==> config.mk <==
export PLATFORM = sky130hd
export DESIGN_NAME = hdlcc_dev_flat
export DESIGN_NICKNAME = d
export VERILOG_FILES = /design/src/design/hdlcc_pkg.sv /design/src/design/hdlcc_if.sv /design/src/design/hdlcc_dev.sv /design/src/flat_wrapper.sv
export SDC_FILE = /design/constraint.sdc
export NUM_CORES = 1
export LEC_CHECK = 0
export ABC_AREA = 1
export BUFFER_PORTS_ARGS = -buffer_cell sky130_fd_sc_hd__buf_4
export CORE_UTILIZATION = 35
export CTS_CLUSTER_DIAMETER = 60
export DETAILED_ROUTE_END_ITERATION = 7
export SLEW_MARGIN = 20
export SYNTH_ARGS = -nofsm -noshare
export SYNTH_HDL_FRONTEND = slang
export SYNTH_SLANG_ARGS = --single-unit
==> constraint.sdc <==
create_clock -name i_clk -period 4.7 [get_ports i_clk]
set_input_delay 0 -clock i_clk [delete_from_list [all_inputs] [get_ports i_clk]]
set_output_delay 0 -clock i_clk [all_outputs]
set_load 0.05 [all_outputs]
==> src/design/hdlcc_pkg.sv <==
// constants shared by both ends of the hdlc controller port
package hdlcc_pkg;
  // ----------------------------------------------------------------------
  // register addresses
  // ----------------------------------------------------------------------
  localparam logic [7:0] ADDR_CTRL = 8'hb0;
  localparam logic [7:0] ADDR_STAT = 8'hb1;
  localparam logic [7:0] ADDR_MASK = 8'hb2;
  localparam logic [7:0] ADDR_RXINFO = 8'hb3;
  localparam logic [7:0] ADDR_RXFIFO = 8'hb4;
  localparam logic [7:0] ADDR_TXINFO = 8'hb5;
  localparam logic [7:0] ADDR_TXFIFO = 8'hb6;
  // ----------------------------------------------------------------------
  // control fields
  // ----------------------------------------------------------------------
  localparam int CTL_RXRST = 6;
  localparam int CTL_IDLE = 5;
  localparam int CTL_TXRST = 4;
  localparam int CTL_ABORT = 3;
  localparam int CTL_EOM = 2;
  localparam int CTL_ZOFF = 1;
  localparam int CTL_CRCOFF = 0;
  localparam logic [7:0] CTRL_RESET = 8'h00;
  localparam logic [7:0] CTRL_WMASK = 8'h7f;
  localparam logic [7:0] MASK_RESET = 8'h00;
  // ----------------------------------------------------------------------
  // status and information fields
  // ----------------------------------------------------------------------
  localparam int ST_RPE = 6;
  localparam int ST_RPS = 5;
  localparam int ST_RX_FIFO_HALF_FULL = 4;
  localparam int ST_RNE = 3;
  localparam int ST_TX_FIFO_HALF_EMPTY = 2;
  localparam int ST_TNF = 1;
  localparam int ST_TX_MESSAGE_DONE = 0;
  localparam logic [7:0] ST_LATCHED = 8'h61;
  localparam int RXI_EMPTY = 0;
  localparam int RXI_OPEN = 1;
  localparam int RXI_CLOSE = 2;
  localparam int RXI_GOOD = 3;
  localparam int RXI_OVR = 4;
  localparam logic [7:0] RXI_LATCHED = 8'h10;
  localparam int TXI_EMPTY = 0;
  localparam int TXI_FULL = 1;
  localparam int TXI_UDR = 2;
  localparam logic [7:0] TXI_LATCHED = 8'h04;
  // ----------------------------------------------------------------------
  // fifo geometry and line patterns
  // ----------------------------------------------------------------------
  localparam int FIFO_AW = 6;
  localparam logic [6:0] FIFO_DEPTH = 7'h40;
  localparam logic [6:0] FIFO_HALF = 7'h20;
  localparam logic [7:0] PAT_FLAG = 8'h7e;
  localparam logic [7:0] PAT_IDLE = 8'hff;
  localparam logic [7:0] PAT_ABORT = 8'hfe;
  // ----------------------------------------------------------------------
  // host command codes
  // ----------------------------------------------------------------------
  localparam logic [2:0] CMD_WR = 3'h0;
  localparam logic [2:0] CMD_RD = 3'h1;
  localparam logic [2:0] CMD_SREAD = 3'h2;
  localparam logic [2:0] CMD_SPOLL = 3'h3;
  localparam logic [2:0] CMD_TXPUSH = 3'h4;
  localparam logic [2:0] CMD_RXPOP = 3'h5;
endpackage : hdlcc_pkg

==> src/design/hdlcc_if.sv <==
// parallel port between host processor and hdlc controller
`timescale 1ns/1ns
interface hdlcc_if;
  logic [7:0] addr;
  logic [7:0] wdata;
  logic [7:0] rdata;
  logic wr;
  logic rd;
  logic int_n;
  modport dev(input addr, input wdata, input wr, input rd,
              output rdata, output int_n);
  modport host(output addr, output wdata, output wr, output rd,
               input rdata, input int_n);
endinterface : hdlcc_if

==> src/design/hdlcc_dev.sv <==
// hdlc controller: registers, fifos, transmit byte engine, interrupt
//
// Behaviour
// - 64-byte tx and rx fifos, own ports
// - latched bit sticks until host reads it
// - real-time bits live, no history, write-immune
// - mask one: load current value, clear latch
// - mask zero: readable bit keeps old value
// - host writes mask then reads same register
// - polled host writes back read and mask
// - each status event maskable onto low interrupt
// - interrupt releases once causing bit read
// - rx: wait packet start, then end/level interrupts
// - rx: note flags, pop byte until closing
// - rx: keep packet only when packet good
// - tx: check empty first, then level interrupt
// - tx: write only when not full, eom last
// - tx: wait message done, check underrun
// - idle select: 0 sends 7e, 1 ff
// - tx reset on rising edge of bit
// - abort rising edge: dump fifo, send fe
// - eom bit self-clears after last byte sent
// - zero insert off bit disables stuffing
// - crc off bit disables crc generation
// - end, start, done latched; levels real-time
// - mask register at own address, same bits
`timescale 1ns/1ns
module hdlcc_dev (
  input wire logic i_clk,
  input wire logic i_nrst,
  hdlcc_if.dev bus,
  input wire logic i_tx_slot,
  output logic [7:0] o_tx_byte,
  output logic o_tx_data,
  output logic o_tx_zero_ins_en,
  output logic o_tx_crc_en,
  input wire logic i_rx_vld,
  input wire logic [7:0] i_rx_byte,
  input wire logic i_rx_open,
  input wire logic i_rx_close,
  input wire logic i_rx_good
);
  // ----------------------------------------------------------------------
  // state
  // ----------------------------------------------------------------------
  logic [8:0] tmem [0:63];
  logic [10:0] rmem [0:63];
  logic [7:0] ctrl_q, ctrl_d, mask_q, mask_d;
  logic [5:0] twp_q, twp_d, trp_q, trp_d, rwp_q, rwp_d, rrp_q, rrp_d;
  logic [6:0] tcnt_q, tcnt_d, rcnt_q, rcnt_d;
  logic in_pkt_q, in_pkt_d, abort_q, abort_d;
  logic [7:0] txb_q, txb_d;
  logic txdat_q, txdat_d, zins_q, zins_d, crc_q, crc_d;
  logic [7:0] slat_q, slat_d, sview_q, sview_d, sunrd_q, sunrd_d;
  logic [7:0] rlat_q, rlat_d, rview_q, rview_d;
  logic [7:0] tlat_q, tlat_d, tview_q, tview_d;
  logic [7:0] rdata_q, rdata_d;
  logic intn_q, intn_d;
  logic wr_ctrl, wr_stat, wr_rxi, wr_txi, rd_stat;
  logic txrst, rxrst, abort_go, tpush, tpop, rpush, rpop;
  logic [7:0] sev, rev, tev, slive, rlive, tlive, srd, rrd, trd, pend;
  logic [10:0] rhead;
  logic [8:0] thead;

  // mask one loads current value, mask zero holds the old one
  function automatic [7:0] view_upd(input logic [7:0] view,
                                     input logic [7:0] cur,
                                     input logic [7:0] wm,
                                     input logic [7:0] lmask);
    view_upd = ((view & ~wm) | (cur & wm)) & lmask;
  endfunction : view_upd

  assign rhead = rmem[rrp_q];
  assign thead = tmem[trp_q];

  // ----------------------------------------------------------------------
  // next state
  // ----------------------------------------------------------------------
  always_comb begin
    wr_ctrl = bus.wr && (bus.addr == hdlcc_pkg::ADDR_CTRL);
    wr_stat = bus.wr && (bus.addr == hdlcc_pkg::ADDR_STAT);
    wr_rxi = bus.wr && (bus.addr == hdlcc_pkg::ADDR_RXINFO);
    wr_txi = bus.wr && (bus.addr == hdlcc_pkg::ADDR_TXINFO);
    rd_stat = bus.rd && (bus.addr == hdlcc_pkg::ADDR_STAT);
    // edges seen against the stored bit, so a held one does nothing
    txrst = wr_ctrl && bus.wdata[hdlcc_pkg::CTL_TXRST]
            && !ctrl_q[hdlcc_pkg::CTL_TXRST];
    rxrst = wr_ctrl && bus.wdata[hdlcc_pkg::CTL_RXRST]
            && !ctrl_q[hdlcc_pkg::CTL_RXRST];
    abort_go = wr_ctrl && bus.wdata[hdlcc_pkg::CTL_ABORT]
               && !ctrl_q[hdlcc_pkg::CTL_ABORT];
    sev = 8'h00;
    rev = 8'h00;
    tev = 8'h00;
    ctrl_d = ctrl_q;
    if (wr_ctrl) begin
      ctrl_d = bus.wdata & hdlcc_pkg::CTRL_WMASK;
    end
    mask_d = mask_q;
    if (bus.wr && (bus.addr == hdlcc_pkg::ADDR_MASK)) begin
      mask_d = bus.wdata;
    end
    // transmit fifo and byte engine
    tpush = bus.wr && (bus.addr == hdlcc_pkg::ADDR_TXFIFO)
            && (tcnt_q < hdlcc_pkg::FIFO_DEPTH) && !txrst
            && !abort_go;
    tpop = 1'b0;
    in_pkt_d = in_pkt_q;
    abort_d = abort_q;
    txb_d = txb_q;
    txdat_d = txdat_q;
    if (i_tx_slot) begin
      txdat_d = 1'b0;
      if (abort_q) begin
        txb_d = hdlcc_pkg::PAT_ABORT;
        abort_d = 1'b0;
      end else if (tcnt_q != 7'h00) begin
        tpop = 1'b1;
        txb_d = thead[7:0];
        txdat_d = 1'b1;
        in_pkt_d = !thead[8];
        if (thead[8]) begin
          sev[hdlcc_pkg::ST_TX_MESSAGE_DONE] = 1'b1;
          if (!wr_ctrl) begin
            ctrl_d[hdlcc_pkg::CTL_EOM] = 1'b0;
          end
        end
      end else if (in_pkt_q) begin
        // starved mid-packet: close it with an abort
        txb_d = hdlcc_pkg::PAT_ABORT;
        in_pkt_d = 1'b0;
        tev[hdlcc_pkg::TXI_UDR] = 1'b1;
      end else begin
        txb_d = ctrl_q[hdlcc_pkg::CTL_IDLE] ? hdlcc_pkg::PAT_IDLE
                                            : hdlcc_pkg::PAT_FLAG;
      end
    end
    twp_d = tpush ? twp_q + 6'h01 : twp_q;
    trp_d = tpop ? trp_q + 6'h01 : trp_q;
    tcnt_d = tcnt_q + {6'h00, tpush} - {6'h00, tpop};
    if (txrst || abort_go) begin
      trp_d = twp_q;
      tcnt_d = 7'h00;
      in_pkt_d = 1'b0;
      abort_d = abort_go;
    end
    zins_d = !ctrl_q[hdlcc_pkg::CTL_ZOFF];
    crc_d = !ctrl_q[hdlcc_pkg::CTL_CRCOFF];
    // receive fifo
    rpush = i_rx_vld && (rcnt_q < hdlcc_pkg::FIFO_DEPTH) && !rxrst;
    rpop = bus.rd && (bus.addr == hdlcc_pkg::ADDR_RXFIFO)
           && (rcnt_q != 7'h00);
    if (i_rx_vld && !rxrst) begin
      sev[hdlcc_pkg::ST_RPS] = i_rx_open;
      sev[hdlcc_pkg::ST_RPE] = i_rx_close || !rpush;
      rev[hdlcc_pkg::RXI_OVR] = !rpush;
    end
    rwp_d = rpush ? rwp_q + 6'h01 : rwp_q;
    rrp_d = rpop ? rrp_q + 6'h01 : rrp_q;
    rcnt_d = rcnt_q + {6'h00, rpush} - {6'h00, rpop};
    if (rxrst) begin
      rrp_d = rwp_q;
      rcnt_d = 7'h00;
    end
    // live levels never pass through the latch logic
    slive = 8'h00;
    slive[hdlcc_pkg::ST_RX_FIFO_HALF_FULL] = rcnt_q > hdlcc_pkg::FIFO_HALF;
    slive[hdlcc_pkg::ST_RNE] = rcnt_q != 7'h00;
    slive[hdlcc_pkg::ST_TX_FIFO_HALF_EMPTY] = tcnt_q < hdlcc_pkg::FIFO_HALF;
    slive[hdlcc_pkg::ST_TNF] = tcnt_q < hdlcc_pkg::FIFO_DEPTH;
    rlive = 8'h00;
    rlive[hdlcc_pkg::RXI_EMPTY] = rcnt_q == 7'h00;
    if (rcnt_q != 7'h00) begin
      rlive[hdlcc_pkg::RXI_OPEN] = rhead[8];
      rlive[hdlcc_pkg::RXI_CLOSE] = rhead[9];
      rlive[hdlcc_pkg::RXI_GOOD] = rhead[10];
    end
    tlive = 8'h00;
    tlive[hdlcc_pkg::TXI_EMPTY] = tcnt_q == 7'h00;
    tlive[hdlcc_pkg::TXI_FULL] = tcnt_q == hdlcc_pkg::FIFO_DEPTH;
    // set wins over a clearing write in the same cycle
    slat_d = (slat_q & ~(wr_stat ? bus.wdata : 8'h00)) | sev;
    rlat_d = (rlat_q & ~(wr_rxi ? bus.wdata : 8'h00)) | rev;
    tlat_d = (tlat_q & ~(wr_txi ? bus.wdata : 8'h00)) | tev;
    sview_d = wr_stat ? view_upd(sview_q, slat_q | sev, bus.wdata,
                                 hdlcc_pkg::ST_LATCHED) : sview_q;
    rview_d = wr_rxi ? view_upd(rview_q, rlat_q | rev, bus.wdata,
                                hdlcc_pkg::RXI_LATCHED) : rview_q;
    tview_d = wr_txi ? view_upd(tview_q, tlat_q | tev, bus.wdata,
                                hdlcc_pkg::TXI_LATCHED) : tview_q;
    srd = sview_q | (slive & ~hdlcc_pkg::ST_LATCHED);
    rrd = rview_q | (rlive & ~hdlcc_pkg::RXI_LATCHED);
    trd = tview_q | (tlive & ~hdlcc_pkg::TXI_LATCHED);
    // loaded-but-unread bits keep the interrupt asserted until read
    sunrd_d = sunrd_q;
    if (rd_stat) begin
      sunrd_d = 8'h00;
    end
    if (wr_stat) begin
      sunrd_d = sunrd_d | (bus.wdata & (slat_q | sev)
                & hdlcc_pkg::ST_LATCHED);
    end
    pend = (((slat_q | sunrd_q) & hdlcc_pkg::ST_LATCHED)
           | (slive & ~hdlcc_pkg::ST_LATCHED)) & mask_q;
    intn_d = !(|pend);
    // read data, registered one cycle after the strobe
    rdata_d = rdata_q;
    if (bus.rd) begin
      if (bus.addr == hdlcc_pkg::ADDR_CTRL) begin
        rdata_d = ctrl_q;
      end else if (bus.addr == hdlcc_pkg::ADDR_STAT) begin
        rdata_d = srd;
      end else if (bus.addr == hdlcc_pkg::ADDR_MASK) begin
        rdata_d = mask_q;
      end else if (bus.addr == hdlcc_pkg::ADDR_RXINFO) begin
        rdata_d = rrd;
      end else if (bus.addr == hdlcc_pkg::ADDR_RXFIFO) begin
        rdata_d = (rcnt_q != 7'h00) ? rhead[7:0] : 8'h00;
      end else if (bus.addr == hdlcc_pkg::ADDR_TXINFO) begin
        rdata_d = trd;
      end else begin
        rdata_d = 8'h00;
      end
    end
  end

  // ----------------------------------------------------------------------
  // registers
  // ----------------------------------------------------------------------
  always_ff @(posedge i_clk) begin
    if (tpush) begin
      tmem[twp_q] <= {ctrl_q[hdlcc_pkg::CTL_EOM], bus.wdata};
    end
    if (rpush) begin
      rmem[rwp_q] <= {i_rx_good, i_rx_close, i_rx_open, i_rx_byte};
    end
  end

  always_ff @(posedge i_clk or negedge i_nrst) begin
    if (!i_nrst) begin
      {ctrl_q, mask_q} <= {hdlcc_pkg::CTRL_RESET, hdlcc_pkg::MASK_RESET};
      {twp_q, trp_q, rwp_q, rrp_q} <= 24'h000000;
      {tcnt_q, rcnt_q} <= 14'h0000;
      {in_pkt_q, abort_q} <= 2'h0;
      txb_q <= hdlcc_pkg::PAT_FLAG;
      {txdat_q, zins_q, crc_q} <= 3'h3;
      {slat_q, sview_q, sunrd_q} <= 24'h000000;
      {rlat_q, rview_q, tlat_q, tview_q} <= 32'h00000000;
      {rdata_q, intn_q} <= 9'h001;
    end else begin
      {ctrl_q, mask_q} <= {ctrl_d, mask_d};
      {twp_q, trp_q, rwp_q, rrp_q} <= {twp_d, trp_d, rwp_d, rrp_d};
      {tcnt_q, rcnt_q} <= {tcnt_d, rcnt_d};
      {in_pkt_q, abort_q} <= {in_pkt_d, abort_d};
      txb_q <= txb_d;
      {txdat_q, zins_q, crc_q} <= {txdat_d, zins_d, crc_d};
      {slat_q, sview_q, sunrd_q} <= {slat_d, sview_d, sunrd_d};
      {rlat_q, rview_q, tlat_q, tview_q} <= {rlat_d, rview_d, tlat_d, tview_d};
      {rdata_q, intn_q} <= {rdata_d, intn_d};
    end
  end

  assign bus.rdata = rdata_q;
  assign bus.int_n = intn_q;
  assign o_tx_byte = txb_q;
  assign o_tx_data = txdat_q;
  assign o_tx_zero_ins_en = zins_q;
  assign o_tx_crc_en = crc_q;
endmodule : hdlcc_dev

==> src/flat_wrapper.sv <==
// flat-port wrapper written by rule: the top's interface ports become plain ports
module hdlcc_dev_flat 
  (i_clk, i_nrst, i_tx_slot, o_tx_byte, o_tx_data, o_tx_zero_ins_en, o_tx_crc_en, i_rx_vld, i_rx_byte, i_rx_open, i_rx_close, i_rx_good, bus_addr, bus_wdata, bus_wr, bus_rd, bus_rdata, bus_int_n);
  hdlcc_if bus_i ();
  input wire logic i_clk;
  input wire logic i_nrst;
  input wire logic i_tx_slot;
  output logic [7:0] o_tx_byte;
  output logic o_tx_data;
  output logic o_tx_zero_ins_en;
  output logic o_tx_crc_en;
  input wire logic i_rx_vld;
  input wire logic [7:0] i_rx_byte;
  input wire logic i_rx_open;
  input wire logic i_rx_close;
  input wire logic i_rx_good;
  input wire logic [$bits(bus_i.addr)-1:0] bus_addr;
  input wire logic [$bits(bus_i.wdata)-1:0] bus_wdata;
  input wire logic [$bits(bus_i.wr)-1:0] bus_wr;
  input wire logic [$bits(bus_i.rd)-1:0] bus_rd;
  output wire logic [$bits(bus_i.rdata)-1:0] bus_rdata;
  output wire logic [$bits(bus_i.int_n)-1:0] bus_int_n;
  assign bus_i.addr = bus_addr;
  assign bus_i.wdata = bus_wdata;
  assign bus_i.wr = bus_wr;
  assign bus_i.rd = bus_rd;
  assign bus_rdata = bus_i.rdata;
  assign bus_int_n = bus_i.int_n;
  hdlcc_dev u_core (.i_clk(i_clk), .i_nrst(i_nrst), .bus(bus_i), .i_tx_slot(i_tx_slot), .o_tx_byte(o_tx_byte), .o_tx_data(o_tx_data), .o_tx_zero_ins_en(o_tx_zero_ins_en), .o_tx_crc_en(o_tx_crc_en), .i_rx_vld(i_rx_vld), .i_rx_byte(i_rx_byte), .i_rx_open(i_rx_open), .i_rx_close(i_rx_close), .i_rx_good(i_rx_good));
endmodule
### After elaboration in Yosys (flattened, before gate mapping)

Memories as Yosys holds them, arrays and structs flattened.
Cells that the tools add are included.
W data, S select, Z words.

* memories kept: 2
* flip-flop bits (word level): 112
* output and inout bits: 20
* bits of input ports: 33
* memory bits (writable): 1280

Memory list
* u_core.rmem: depth 64, bits a word 11, read ports 1, clocked after Yosys merged registers in 0, write ports 1, line hdlcc_dev.sv:47 `logic [10:0] rmem [0:63];`
* u_core.tmem: depth 64, bits a word 9, read ports 1, clocked after Yosys merged registers in 0, write ports 1, line hdlcc_dev.sv:46 `logic [8:0] tmem [0:63];`

* multiplexer cells: 52
* equal/unequal tests: 9
* bitwise gates (word level): 29
* $lt $le $gt $ge: 4
* reduce and logical (&&, ||, !) cells: 43
* add/sub/neg operators: 8

Operators by type and width (count)
* $mux W8: 16
* $eq A8 B8 Y1 const B: 7
* $and A8 B8 Y8: 4
* $mux W1: 27
* $add A6 B1 Y6 const B: 4
* $mux W6: 4
* $not A8 Y8: 3
* $logic_and A1 B1 Y1: 21
* $or A7 B7 Y7: 3
* $or A8 B7 Y8: 2
* $add A7 B1 Y7: 2
* $and A7 B7 Y7: 2
* $logic_not A7 Y1: 2
* $lt A7 B7 Y1 const B: 2
* $mux W7: 2
* $or A7 B5 Y7: 2
* $reduce_bool A7 Y1: 2
* $sub A7 B1 Y7: 2
* $logic_not A1 Y1: 11
* $and A5 B5 Y5: 2
* $or A5 B5 Y5: 2
* $or A8 B3 Y8: 1
* $or A8 B5 Y8: 1
* $reduce_or A8 Y1: 1
* 14 further kinds: 20

### Depth between registers and ports, before layout

* depth in word-level cells: 13
* depth in mapped cells: 22
* gate-level depth less buffers: 22

### Least setup slack after synthesis

Ideal clock, no wire load.

* path type: reg-to-reg
* from: reg u_core.tcnt_q[2]
* to: reg u_core.tcnt_q[6]
* clock period less this slack: 2985 ps
* setup slack: 1715 ps
* buffers on the path: 1
* arrival time: 2864 ps
* cell stages (with the launch flop): 21
* library setup time: 121 ps
* cells stage by stage: dfrtp_1 > inv_1 > ha_1 > nand3_1 > inv_1 > nand3_1 > inv_1 > nor2_1 > buf_2 > ha_1 > inv_1 > ha_1 > fa_1 > inv_1 > o31ai_1 > inv_1 > nor2_1 > nor2_1 > o21bai_1 > xor2_1 > nor2_1

* cells in the longest elaborated chain, start to end: 7
* elaborated cells between the ends (all ways): 11

RTL lines
* from (decl): line hdlcc_dev.sv:50 `logic [6:0] tcnt_q, tcnt_d, rcnt_q, rcnt_d;`
* from (signal assigned): line hdlcc_dev.sv:253 `{tcnt_q, rcnt_q} <= {tcnt_d, rcnt_d};`
* $lt A7 B7 Y1: line hdlcc_dev.sv:105 `&& (tcnt_q < hdlcc_pkg::FIFO_DEPTH) && !txrst`
* $logic_and A1 B1 Y1 (2 in a row): line hdlcc_dev.sv:105
* $logic_and A1 B1 Y1: line hdlcc_dev.sv:106 `&& !abort_go;`
* $add A7 B1 Y7: line hdlcc_dev.sv:140 `tcnt_d = tcnt_q + {6'h00, tpush} - {6'h00, tpop};`
* $sub A7 B1 Y7 (*): line hdlcc_dev.sv:140
* $mux W7 (*): line hdlcc_dev.sv:141 `if (txrst || abort_go) begin`
* net u_core.tcnt_d[6]: line hdlcc_dev.sv:50

Mark *: on every way through the listed nets, which the timed path passes. The rest lies on a longest branch.
A chain may end at the register's enable or synchronous reset.

### Worst setup path in the final report

* from: in bus_addr[6]
* to: mem u_core.rmem[57][7], enable pin

* cells in the longest elaborated chain, start to end: 8

RTL lines
* from (decl): line flat_wrapper.sv:17 `input wire logic [$bits(bus_i.addr)-1:0] bus_addr;`
* $eq A8 B8 Y1: line hdlcc_dev.sv:80 `wr_ctrl = bus.wr && (bus.addr == hdlcc_pkg::ADDR_CTRL);`
* $logic_and A1 B1 Y1: line hdlcc_dev.sv:80
* $logic_and A1 B1 Y1: line hdlcc_dev.sv:88 `rxrst = wr_ctrl && bus.wdata[hdlcc_pkg::CTL_RXRST]`
* $logic_and A1 B1 Y1: line hdlcc_dev.sv:89 `&& !ctrl_q[hdlcc_pkg::CTL_RXRST];`
* $logic_not A1 Y1: line hdlcc_dev.sv:150 `rpush = i_rx_vld && (rcnt_q < hdlcc_pkg::FIFO_DEPTH) && !rxrst;`
* $logic_and A1 B1 Y1: line hdlcc_dev.sv:150
* $mux W1: line hdlcc_dev.sv:234 `if (rpush) begin`
* $mux W1 (implied by the code): line hdlcc_dev.sv:235 `rmem[rwp_q] <= {i_rx_good, i_rx_close, i_rx_open, i_rx_byte};`
* to (decl): line hdlcc_dev.sv:47

No other way between the ends.

==> summary.md <==
| Metric | Value |
|---|---|
| Status | `completed` |
| Clk root buf | `clkbuf_16` |
| Fmax | `231 MHz` |
| First-pass GRT wire length | `222 mm` |
| Ys Warns | `0` |
| Worst-Skew Late Latency | `0.77 ns` |
| Clock slew at reported path FFs | `0.06 ns` |
| Crit-path max FO | `15` |
| Cells after synthesis | `about 4500` |
| Number of vias per cell | `5.37` |
| Post-Synthesis Cell Area | `55800 um2` |
| Most frequent cells in the layout | `1280 x edfxtp_1, 848 x nor2_1, 633 x o21ai_0, 447 x nand2_1, 238 x nand3_1` |
| H-tree depth | `4` |
| Largest net degree at the start of global routing | `149` |
| TritonCTS clock tree | `yes` |
| Final WL | `149 mm` |
| Worst vdd ir | `0.402 mV` |
| EDFF count, synth | `1280` |
| Seq/Total Area, Yosys | `72.8%` |
| CP cell instances | `dlygate4sd3_1, buf_4, nor2_2, dlygate4sd3_1, nand3_4, dlygate4sd3_1, nor3_4, nand3_2, nand2_1, inv_2, nand2_2, inv_2, nand4_1, nor2_1` |
| Final hold vios | `0` |
| Max-slew headroom | `a little over a quarter` |
| CP peak stage delay | `1.06 ns` |
| Worst setup margin | `0.376 ns` |
| Setup TNS Final | `0 ns` |
| PwrDens | `roughly 480 nW/um2` |
| Top cell type's share of synthesized area | `68.8%` |
| Layout cells sized above 1 | `under 10%` |
| Starting Density | `35.3%` |
| Via count | `36300` |
| Ports | `53` |
| Unrepaired setup endpoints after global routing | `no` |
| Leakage | `~21 nW` |
| Setup Buffers After CTS | `0` |
| Dpl ws | `between 1 and 1.5 ns` |
| Die height | `around 400 um` |
| Layout area overhead | `13.1%` |
| Clock buffer count from CTS | `135` |
| Highest-delay cell along the critical path | `nor2_1` |
| Post-Syn Nets | `4582` |
| Setup CP Type | `in2reg` |
| CP Launch Type | `primary input` |
| FP Rows | `around 150` |
| Synth Area per Inst | `12.3 um2` |
| Drc violations | `0` |
| DRT antenna net count | `0` |
| Core Box Area | `roughly 160000 um2` |
| Async set-or-reset flop fraction in the synthesized netlist | `6.43%` |
| Worst slew pin tran | `1.10 ns` |
| HPWL Detailed | `84.0 mm` |
| Worst reg2reg setup slack | `0.98 ns` |
| Gr ovfl total | `0` |
| Initial antenna violation count | `3` |
| Main synth FF type | `edfxtp_1` |
| Netlist cell types | `54` |
| Worst Path Required | `between 5 and 6 ns` |
| Fin. max-slew vios | `0` |
| CTS sink cnt | `1368` |
| Synthesis-stage register bit count | `about 1400` |
| Gr usage total | `18.1%` |
| TritonRoute pass-1 iters | `8` |
| Die area | `~160000 um2` |
| I/O Buffers | `52` |
| Max-Cap Viols | `0` |
| Starting DRC count in detailed routing | `3990` |
| Avg WL per Cell | `between 20 and 25 um` |
| Min Tclk post-route | `4.32 ns` |
| Final setup violating endpoints | `0` |
| Final Cycle Share | `between 90% and 100%` |
| Dominant cell type by area after synthesis | `edfxtp_1` |
| Most frequent CP cell | `dlygate4sd3_1` |
| GP Congestion | `around 0.83` |
| Final net count | `4639` |
| Die W | `401 um` |
| Commonest non-fill, non-tap cell in the layout | `edfxtp_1` |
| Deepest clock path buffer count | `3` |
| Crit end category | `flip-flop` |
| Hold Path Class | `in2async` |
| Number of global-route vias before repair | `between 30000 and 40000` |
| Synth area leaders | `edfxtp_1 69%, nor2_1 5.8%, o21ai_0 5.7%` |
| Final Skew | `0.0285 ns` |
| Worst Path Arrival | `between 4 and 5 ns` |
## cells in the mapped netlist, drive strengths merged (4+ instances only)
cell type and n:
o21ai 647, dfrtp 79, ha 26, o221ai 80, nor2 871, nand3 241
nor3 23, nand4 42, edfxtp 1280, xor2 13, inv 170, a21oi 60
dfstp 9, nand2 451, o211ai 79, nor4 4, or2 8, o22ai 135
clkbuf 122, buf 152
## registers in the layout, summed over array words and instances, names as in the netlist, 7 cells and up, named ones only
signal            count
u_core.ctrl_q         7
u_core.tmem         576
u_core.rmem         704
u_core.mask_q         8
u_core.tcnt_q         7
u_core.o_tx_byte      8
u_core.bus.rdata      8
u_core.rcnt_q         7
## through the flow
| step | std cells | hold WS (ns) | instance area (um2) | total power, mW | utilization, % |
|---|---|---|---|---|---|
| final | 6756 | 0.0115 | 63100 | 30.5 | 39.9 |
| after global routing | 6755 | 0.0407 | 63100 | 31.6 | 39.9 |
| after CTS | 6755 | 0.0366 | 63100 | 30.6 | 39.8 |
| after detailed placement | 6466 | 0.0446 | 58300 | 20.0 | 36.8 |
| after global placement | 6466 | 0.0465 | 58300 | 20.0 | 36.8 |
| after floorplan | 4521 | -0.296 | 55800 | 17.8 | - |
## cell type report
class / instances / area, um2
Tap cell: 2072 / 2590
Multi-Input combinational cell: 2706 / 13200
Inverter: 173 / 669
Clock inverter: 74 / 649
Timing Repair Buffer: 194 / 1720
Clock buffer: 168 / 3640
Fill cell: 14700 / 95300
Antenna cell: 1 / 2.50
Sequential cell: 1368 / 40700
## worst max-delay path, delay by kind of cell
| kind | cells | cell delay [ns] |
|---|---|---|
| buffers and inverters | 6 | 2.33 |
| and+or+nand+nor | 8 | 2.35 |
## report_power, final
part	internal, mW	switching [mW]
Sequential	13.6	0.270
Clock	6.01	4.61
Combinational	1.68	4.33
## worst paths after layout
| kind | startpoint | depth (start not counted) | endpoint |
|---|---|---|---|
| max reg2reg | u_core.rrp_q[1]$_DFFE_PN0P_ | 16 | u_core.bus.rdata[2]$_DFFE_PN0P_ |
| max in group asynchronous | i_nrst | 3 | u_core.trp_q[0]$_DFFE_PN0P_ |
| max | bus_addr[6] | 14 | u_core.rmem[57][7]$_DFFE_PP_ |
| min reg2reg | u_core.ctrl_q[1]$_DFFE_PN0N_ | 1 | u_core.o_tx_zero_ins_en$_DFF_PN1_ |
| min in group i_clk | bus_rd | 5 | u_core.bus.rdata[2]$_DFFE_PN0P_ |
| min | i_nrst | 2 | u_core.o_tx_byte[5]$_DFFE_PN1P_ |
## repair_timing
item / 4_1_cts / 5_1_grt
hold buffers: 47 / 0
setup endpoints to repair: 0 / 1
gates resized for setup: 0 / 1
hold endpoints to repair: 1121 / 0
## logic make-up after synthesis
group | share of synthesized area (%)
compound gates | 10.4
xor+xnor | 0.249
fa+ha+maj | 0.654
buf+inv | 3.70
flops | 72.8
mux | 0.0784
simple gates | 12.2
## per-layer routing
layer / part of all wire (%) / GRT usage (%) / vias up
met5: 0 / 0 / -
met4: 2.6 / 5.28 / 0
met3: 7.3 / 2.88 / 223
met2: 45 / 27.6 / 1339
met1: 45 / 26.7 / 18200
li1: - / - / 16500
Note: power is estimated with default switching activity, not from simulation.
